<file path="src/design/odt_pkg.sv">
// package: constants and carriers for the on-die termination controller
package odt_pkg;
    // asynchronous turn-on/turn-off delays and clock period: minimum in ns, others in ps
    localparam int ASYNC_MIN_NS  = 2;
    localparam int ASYNC_MAX_PS  = 8500;
    localparam int CLK_PERIOD_PS = 10000;
    // cycles: least rounds up, longest rounds down, never under one
    localparam int ASYNC_MIN_CYC_RAW = (ASYNC_MIN_NS * 1000 + CLK_PERIOD_PS - 1) / CLK_PERIOD_PS;
    localparam int ASYNC_MAX_CYC_RAW = ASYNC_MAX_PS / CLK_PERIOD_PS;
    localparam int ASYNC_MIN_CYC = (ASYNC_MIN_CYC_RAW < 1) ? 1 : ASYNC_MIN_CYC_RAW;
    localparam int ASYNC_MAX_CYC = (ASYNC_MAX_CYC_RAW < ASYNC_MIN_CYC) ? ASYNC_MIN_CYC
                                                                     : ASYNC_MAX_CYC_RAW;
    localparam logic [3:0] ASYNC_DELAY = 4'(ASYNC_MIN_CYC);
    // link-clock latency subtrahends
    localparam logic [5:0] ODTL_SUB  = 6'h02;
    localparam logic [5:0] ANPD_SUB  = 6'h01;
    // delay line depth in link clocks
    localparam int         LINE_LEN  = 64;
    localparam logic [5:0] LAT_RESET = 6'h00;

    typedef struct packed {
        logic       rttNomOn;
        logic       rttWrOn;
        logic       dllOffInPpd;   // mode bit 12 of mode register 0 cleared
        logic [4:0] casWriteLat;
        logic [4:0] addLat;
        logic [7:0] refreshCyc;    // refresh cycle time, link clocks
        logic [7:0] exitLockCyc;   // dll-locked exit time, link clocks
    } odt_cfg_t;

    typedef struct packed {
        logic termOn;
        logic asyncMode;
        logic transition;
    } odt_stat_t;

    typedef enum logic [1:0] {
        MODE_SYNC  = 2'b00,
        MODE_ENTRY = 2'b01,
        MODE_ASYNC = 2'b10,
        MODE_EXIT  = 2'b11
    } odt_mode_t;
endpackage

</file>
<file path="src/design/odt_delay_line.sv">
// shift memory: delays the odt level by a programmable link-clock count
`timescale 1ns/10ps
module odt_delay_line (
    // clock and reset
    input  wire logic       clk_sys,
    input  wire logic       resetn,
    // shift side
    input  wire logic       shiftEn,
    input  wire logic       din,
    // tap side
    input  wire logic [5:0] tap,
    output logic            dout
);
    import odt_pkg::*;

    logic [LINE_LEN-1:0] line;
    logic [LINE_LEN-1:0] next_line;
    logic                next_dout;

    always_comb begin
        next_line = line;
        if (shiftEn) begin
            next_line = {line[LINE_LEN-2:0], din};
        end
        // din and dout are stages of their own, so tap n reads cell n-2
        next_dout = (tap < 6'h02) ? din : line[tap - 6'h02];
    end

    always_ff @(posedge clk_sys or negedge resetn) begin
        if (!resetn) begin
            line <= '0;
            dout <= 1'b0;
        end else begin
            line <= next_line;
            if (shiftEn) begin
                dout <= next_dout;
            end
        end
    end
endmodule // odt_delay_line

</file>
<file path="src/design/odt_mode_ctrl.sv">
// termination control: sync/async mode selection and power-down transitions
`timescale 1ns/10ps
// Overview of operation
// - async mode when dll off in power-down
// - async mode while dll relocks after reset
// - async path skips additive latency entirely
// - async turn-on within fixed analog window
// - async turn-off within fixed analog window
// - transition windows only with dll-off option
// - entry window starts at first cke low
// - anticipation interval is write latency minus one
// - pending refresh stretches entry window end
// - window change within union of both delays
// - exit window ends dll-lock time after cke high
// - short low pulse merges entry and exit
// - short high pulse merges exit and entry
// - sync latency is cwl plus al minus two
// - sync mode when dll locked, termination enabled
module odt_mode_ctrl (
    // clock and reset
    input  wire logic              clk_sys,
    input  wire logic              resetn,
    // memory link pins
    input  wire logic              linkClk,
    input  wire logic              cke,
    input  wire logic              odt,
    // device state
    input  wire odt_pkg::odt_cfg_t cfg,
    input  wire logic              dllRelocking,
    input  wire logic              refreshCmd,
    // termination status
    output odt_pkg::odt_stat_t     stat
);
    import odt_pkg::*;

    // two-flop synchronisers
    logic [1:0] ckSync, ckeSync, odtSync;
    logic       ckPrev;
    logic       ckRise;
    always_ff @(posedge clk_sys or negedge resetn) begin
        if (!resetn) begin
            // idle levels: no false link edge right after reset
            ckSync  <= 2'b11;
            ckeSync <= 2'b11;
            odtSync <= 2'b00;
            ckPrev  <= 1'b1;
        end else begin
            ckSync  <= {ckSync[0], linkClk};
            ckeSync <= {ckeSync[0], cke};
            odtSync <= {odtSync[0], odt};
            ckPrev  <= ckSync[1];
        end
    end
    assign ckRise = ckSync[1] & ~ckPrev;

    // registered on link rising edges
    logic ckeReg, odtReg;
    logic next_ckeReg, next_odtReg;
    always_comb begin
        next_ckeReg = ckeReg;
        next_odtReg = odtReg;
        if (ckRise) begin
            next_ckeReg = ckeSync[1];
            next_odtReg = odtSync[1];
        end
    end
    always_ff @(posedge clk_sys or negedge resetn) begin
        if (!resetn) begin
            ckeReg <= 1'b1;
            odtReg <= 1'b0;
        end else begin
            ckeReg <= next_ckeReg;
            odtReg <= next_odtReg;
        end
    end

    function automatic logic [5:0] writeLat(input odt_cfg_t c);
        writeLat = 6'({1'b0, c.casWriteLat} + {1'b0, c.addLat});
    endfunction

    // entry window length less one, in link clocks: the longer of the
    // anticipation interval and what is left of a running refresh;
    // the interval cannot be seen ahead, so it is laid after cke low
    function automatic logic [7:0] entryWin(input logic [7:0] rc, input logic [5:0] an);
        logic [7:0] fromRef;
        logic [7:0] fromAnpd;
        fromRef  = (rc > 8'h02) ? rc - 8'h02 : 8'h00;
        fromAnpd = (an > 6'h01) ? {2'b00, an - 6'h01} : 8'h00;
        entryWin = (fromRef > fromAnpd) ? fromRef : fromAnpd;
    endfunction

    logic [5:0] odtLat;
    logic [5:0] anpd;
    logic       termEn;
    always_comb begin
        odtLat = (writeLat(cfg) > ODTL_SUB) ? writeLat(cfg) - ODTL_SUB : LAT_RESET;
        anpd   = writeLat(cfg) - ANPD_SUB;
        termEn = cfg.rttNomOn | cfg.rttWrOn;
    end

    // sync path: odt delayed by cwl+al-2 link clocks
    logic syncTerm;
    odt_delay_line u_line (
        .clk_sys (clk_sys),
        .resetn  (resetn),
        .shiftEn (ckRise),
        .din     (odtReg),
        .tap     (odtLat),
        .dout    (syncTerm)
    );

    // mode tracking and transition windows
    odt_mode_t  mode;
    odt_mode_t  next_mode;
    logic [7:0] winCnt, next_winCnt;
    logic [7:0] refCnt, next_refCnt;
    logic       ckeFell, ckeRose;
    always_comb begin
        ckeFell     = ckRise & ckeReg & ~ckeSync[1];
        ckeRose     = ckRise & ~ckeReg & ckeSync[1];
        next_mode   = mode;
        next_winCnt = winCnt;
        next_refCnt = refCnt;
        if (refreshCmd && ckRise) begin
            next_refCnt = cfg.refreshCyc;
        end else if (ckRise && refCnt != 8'h00) begin
            next_refCnt = refCnt - 8'h01;
        end
        unique case (mode)
            MODE_SYNC: begin
                // entry window opened anpd before: count from cke low
                if (ckeFell && cfg.dllOffInPpd) begin
                    next_mode   = MODE_ENTRY;
                    next_winCnt = entryWin(refCnt, anpd);
                end
            end
            MODE_ENTRY: begin
                if (ckeRose) begin
                    // short low pulse: stay undefined through exit
                    next_mode   = MODE_EXIT;
                    next_winCnt = cfg.exitLockCyc;
                end else if (ckRise) begin
                    if (winCnt == 8'h00) begin
                        next_mode = MODE_ASYNC;
                    end else begin
                        next_winCnt = winCnt - 8'h01;
                    end
                end
            end
            MODE_ASYNC: begin
                if (ckeRose) begin
                    next_mode   = MODE_EXIT;
                    next_winCnt = cfg.exitLockCyc;
                end
            end
            MODE_EXIT: begin
                if (ckeFell && cfg.dllOffInPpd) begin
                    // short high pulse: window runs on into entry
                    next_mode   = MODE_ENTRY;
                    next_winCnt = entryWin(refCnt, anpd);
                end else if (ckRise) begin
                    if (winCnt == 8'h00) begin
                        next_mode = MODE_SYNC;
                    end else begin
                        next_winCnt = winCnt - 8'h01;
                    end
                end
            end
        endcase
        if (!cfg.dllOffInPpd && mode != MODE_SYNC) begin
            next_mode = MODE_SYNC;
        end
    end
    always_ff @(posedge clk_sys or negedge resetn) begin
        if (!resetn) begin
            mode   <= MODE_SYNC;
            winCnt <= 8'h00;
            refCnt <= 8'h00;
        end else begin
            mode   <= next_mode;
            winCnt <= next_winCnt;
            refCnt <= next_refCnt;
        end
    end

    // async path: fixed analog delay, no additive latency
    logic       asyncMode;
    logic       asyncTerm, next_asyncTerm;
    logic [3:0] asyncCnt, next_asyncCnt;
    logic       odtLvl;
    always_comb begin
        odtLvl    = odtSync[1];
        asyncMode = termEn & ((mode == MODE_ASYNC) | dllRelocking);
        next_asyncTerm = asyncTerm;
        next_asyncCnt  = asyncCnt;
        if (odtLvl == asyncTerm) begin
            next_asyncCnt = 4'h0;
        end else if (asyncCnt + 4'h1 >= ASYNC_DELAY) begin
            next_asyncTerm = odtLvl;
            next_asyncCnt  = 4'h0;
        end else begin
            next_asyncCnt = asyncCnt + 4'h1;
        end
    end
    always_ff @(posedge clk_sys or negedge resetn) begin
        if (!resetn) begin
            asyncTerm <= 1'b0;
            asyncCnt  <= 4'h0;
        end else begin
            asyncTerm <= next_asyncTerm;
            asyncCnt  <= next_asyncCnt;
        end
    end

    // output select; in windows either response is allowed
    odt_stat_t next_stat;
    always_comb begin
        next_stat.asyncMode  = asyncMode;
        next_stat.transition = termEn & ((mode == MODE_ENTRY) | (mode == MODE_EXIT));
        if (!termEn) begin
            next_stat.termOn = 1'b0;
        end else if (asyncMode) begin
            next_stat.termOn = asyncTerm;
        end else if (next_stat.transition) begin
            next_stat.termOn = asyncTerm;
        end else begin
            next_stat.termOn = syncTerm;
        end
    end
    always_ff @(posedge clk_sys or negedge resetn) begin
        if (!resetn) begin
            stat <= '0;
        end else begin
            stat <= next_stat;
        end
    end
endmodule // odt_mode_ctrl

</file>
<file path="config.mk">
export PLATFORM = sky130hd
export DESIGN_NAME = odt_mode_ctrl
export DESIGN_NICKNAME = d
export VERILOG_FILES = /design/src/design/odt_pkg.sv /design/src/design/odt_delay_line.sv /design/src/design/odt_mode_ctrl.sv
export SDC_FILE = /design/constraint.sdc
export NUM_CORES = 1
export LEC_CHECK = 0
export ABC_AREA = 1
export BUFFER_PORTS_ARGS = -buffer_cell sky130_fd_sc_hd__buf_4
export CAP_MARGIN = 25
export CORE_MARGIN = 2
export CORE_UTILIZATION = 28
export CTS_CLUSTER_SIZE = 25
export DETAILED_ROUTE_END_ITERATION = 16
export GPL_ROUTABILITY_DRIVEN = 0
export PLACE_DENSITY = 0.5
export SYNTH_ARGS = -nofsm -noshare
export SYNTH_HDL_FRONTEND = slang
export SYNTH_SLANG_ARGS = --single-unit
</file>
<file path="constraint.sdc">
create_clock -name clk_sys -period 7.9 [get_ports clk_sys]
set_clock_uncertainty 0.2 [all_clocks]
set_input_delay 0.395 -clock clk_sys [delete_from_list [all_inputs] [get_ports clk_sys]]
set_output_delay 0.395 -clock clk_sys [all_outputs]
set_load 0.005 [all_outputs]
</file>
==> results.sh <==
export IMPL_status="completed"
export IMPL_clk_latency_ns=0.36
export IMPL_gr_total_overflow=0
export IMPL_final_core_util=0.328
export IMPL_area_growth_pct=14.1
export IMPL_cp_required_ns=8.00
export IMPL_syn_instance_count=808
export IMPL_switching_share=0.418
export IMPL_rr_startpoint="refCnt[0]"
export IMPL_layout_drive_gt1_share=0.0989
export IMPL_drtPass1Iterations=4
export IMPL_critical_path_cell_count=22
export IMPL_finalPower_mw=1.89
export IMPL_worst_path_buf_inv=4
export IMPL_tightest_slew_ns=0.944
export IMPL_drcViolationCount=0
export IMPL_critPathCapture="u_line.dout"
export IMPL_synth_largest_area_cell="sky130_fd_sc_hd__dfrtp_1"
export IMPL_cts_root_buf="sky130_fd_sc_hd__clkbuf_16"
export IMPL_path_clk_slew_ns=0.07
export IMPL_netlist_cell_type_count=49
export IMPL_initial_utilization=0.287
export IMPL_yosys_warnings=0
export IMPL_crit_path_top_cell_by_count="sky130_fd_sc_hd__nand2_1"
export IMPL_timing_critical_path_cells="buf_4 > ha_1 > inv_1 > ha_1 > or2_2 > nand3_1 > nor2_1 > nand2_4 > nand2_1 > ha_1 > inv_1 > a21oi_1 > nand2_1 > nand3_1 > nand2_1 > inv_1 > nand2_1 > nand3_1 > nand3_1 > nand3_1 > nand2_1 > nand2_1"
export IMPL_power_density_cells_mw_per_mm2=273
export IMPL_comb_power_share=0.437
export IMPL_fin_crit_sh=0.675
export IMPL_first_pass_grt_wire_length_mm=24.4
export IMPL_path_class="in2reg"
export IMPL_layout_cell_area_non_filler_sq_mm=0.00694
export IMPL_core_area_sq_mm=0.0212
export IMPL_ys_seq_elements=100
export IMPL_design_internal_power_mw=1.10
export IMPL_synth_top_cells_by_area="sky130_fd_sc_hd__dfrtp_1, sky130_fd_sc_hd__nand2_1, sky130_fd_sc_hd__o21ai_0, sky130_fd_sc_hd__inv_1, sky130_fd_sc_hd__nand3_1"
export IMPL_worstPathMaxFanout=27
export IMPL_num_nets_final=899
export IMPL_design_die_area_sq_mm=0.0229
export IMPL_drt_iter0_markers=223
export IMPL_post_cts_resized=0
export IMPL_portion_of_the_post_synthesis_area_used_by_sequential_elements=0.413
export IMPL_drv_slew=0
export IMPL_finalWirelength_mm=14.3
export IMPL_clock_path_buffers=2
export IMPL_rows=53
export IMPL_vias_per_cell=4.60
export IMPL_grt_antenna_before_repair=1
export IMPL_min_period_ns=5.33
export IMPL_synthTopCellsByCount="sky130_fd_sc_hd__nand2_1, sky130_fd_sc_hd__inv_1, sky130_fd_sc_hd__o21ai_0"
export IMPL_synth_enable_flop_cells=0
export IMPL_report_final_setup_viol=0
export IMPL_timing_critical_path_slowest_cell_delay_ns=0.83
export IMPL_grt_start_max_net_pins=110
export IMPL_port_buffers=38
export IMPL_cts_sinks=100
export IMPL_rr_endpoint="winCnt[0]"
export IMPL_worst_r2r_path_depth=22
export IMPL_routed_via_count=5129
export IMPL_cellLeakagePower_nw=3.28
export IMPL_reg2reg_slack_ns=4.34
export IMPL_detailedPlace_worstSlack_ns=2.21
export IMPL_synth_cell_area_sq_mm=0.00608
export IMPL_critPathLaunchType="input port"
export IMPL_async_reset_ff_frac=1.00
export IMPL_timing_critical_path_arrival_ns=5.43
export IMPL_fin_worst_hold_slack_ns=0.0954
export IMPL_post_route_antenna_net_violation_count=0
export IMPL_sequential_share_of_power=0.337
export IMPL_final_hold_violation_count=0
export IMPL_number_of_diodes_added_for_antenna_fixing=0
export IMPL_yosysMostFrequentCell="sky130_fd_sc_hd__nand2_1"
export IMPL_post_cts_setup_buffer_count=0
export IMPL_hold_path_depth=3
export IMPL_dp_cells=1093
export IMPL_dominantRegCellSynth="sky130_fd_sc_hd__dfrtp_1"
export IMPL_avgSynthCellArea_sq_um=7.52
export IMPL_worst_min_delay_path_class="in2reg"
export IMPL_worst_slew_margin_rel=0.371
export IMPL_critical_path_startpoint="cfg[16]"
export IMPL_setup_tns_ns=0
export IMPL_layout_cells_non_filler=1114
export IMPL_first_global_vias=4840
export IMPL_setup_worst_path_end_class="flip-flop"
export IMPL_place_detailed_hpwl_mm=10.0
export IMPL_switching_power_mw=0.790
export IMPL_num_io_pins=39
export IMPL_rsz0062_at_grt="no"
export IMPL_route_detailed_wl_per_inst_um=12.8
export IMPL_achievable_frequency_mhz=187
export IMPL_clock_tree_htree_level_count=3
export IMPL_numCtsBuffers=9
export IMPL_yosys_area_top_type_share=0.387
export IMPL_cp_slowest_cell="sky130_fd_sc_hd__ha_1"
export IMPL_number_of_maximum_capacitance_constraint_violations=0
export IMPL_globalRouteTotalUtil=0.134
export IMPL_cts_tree="done"
export IMPL_post_cts_hold_buffer_count=4
export IMPL_chipHeight_um=151
export IMPL_width_of_the_die_um=151
export IMPL_power_ir_vdd_worst_mv=0.0878
export IMPL_clock_share_of_power=0.226
export IMPL_placed_area_sq_mm=0.00660
export IMPL_postLayoutSetupSlackWorst_ns=2.57
export IMPL_critical_path_top_delay_family="adder cells"
-- power groups by stage --
stage	logic (mW)	clock network, mW	registers (mW)
floorplan	0.642	0	0.631
global placement	0.822	0	0.646
detailed placement	0.825	0	0.647
CTS	0.830	0.442	0.638
global route	0.955	0.465	0.647
finish	0.827	0.427	0.638
-- placed cells by master (no fill, tap or decap), drive strengths merged, types with 2 or more instances in the layout --
cell type and instances:
a21oi 33, a22oi 7, a31oi 3, buf 41, clkbuf 10, clkinvlp 2, conb 2, dfrtp 94
dfstp 6, dlygate4sd3 4, ha 28, inv 123, nand2 187, nand3 89, nand3b 2, nand4 5
nor2 43, nor3 7, o2111ai 2, o211ai 6, o21ai 112, o221ai 2, or2 3, xnor2 4
xor2 13
-- metal layers --
metal	up-vias	track usage	share of wire	wire length, um
met5	-	0	0.00091	13
li1	2676	-	-	-
met3	13	0.0280	0.033	471
met4	2	0.0383	0.013	182
met1	2388	0.190	0.52	7380
met2	50	0.206	0.44	6240
-- kinds of logic (layout without fill, tap and decap cells) --
kind of cell	count (synthesis)	count (layout)	synth area share
xor+xnor	17	17	0.0288
flops	100	100	0.413
simple gates	338	338	0.240
buf+inv	151	181	0.0971
compound gates	172	172	0.159
fa+ha+maj	29	29	0.0609
other cells	1	2	0.000617
-- worst min path at each step --
| stage | startpoint | end | slack [ns] |
|---|---|---|---|
| finish | cfg[14] | refCnt[6] | 0.1 |
| global route | cfg[14] | refCnt[6] | 0.11 |
| CTS | cfg[14] | refCnt[6] | 0.08 |
| detailed placement | odtSync[0] | odtSync[1] | 0.15 |
| global placement | odtSync[0] | odtSync[1] | 0.15 |
| floorplan | resetn | asyncCnt[0] | -0.10 |
-- worst reg2reg max path: cells and delay by family, from the launching register on --
family	cells	cell delay (ns)
fa+ha+maj	2	0.46
buf+inv	5	0.53
compound gates	4	0.77
simple gates	11	1.07
flops	1	0.42
-- state kept, by name, indices dropped and copies added (netlist names), 2 cells and up --
name and flops:
asyncCnt 4, ckSync 2, ckeSync 2, mode 2
odtSync 2, refCnt 8, stat 3, u_line.line 64
winCnt 8
-- area by class of cell --
class,count,area [sq um]
well taps,275,344
inverters,120,450
flip-flops and latches,100,2510
clock inverters,6,46.3
fillers,2265,14200
multi-input cells,558,2990
repair buffers,45,368
clock buffers,10,229
Note: power is estimated with default switching activity, not from simulation.
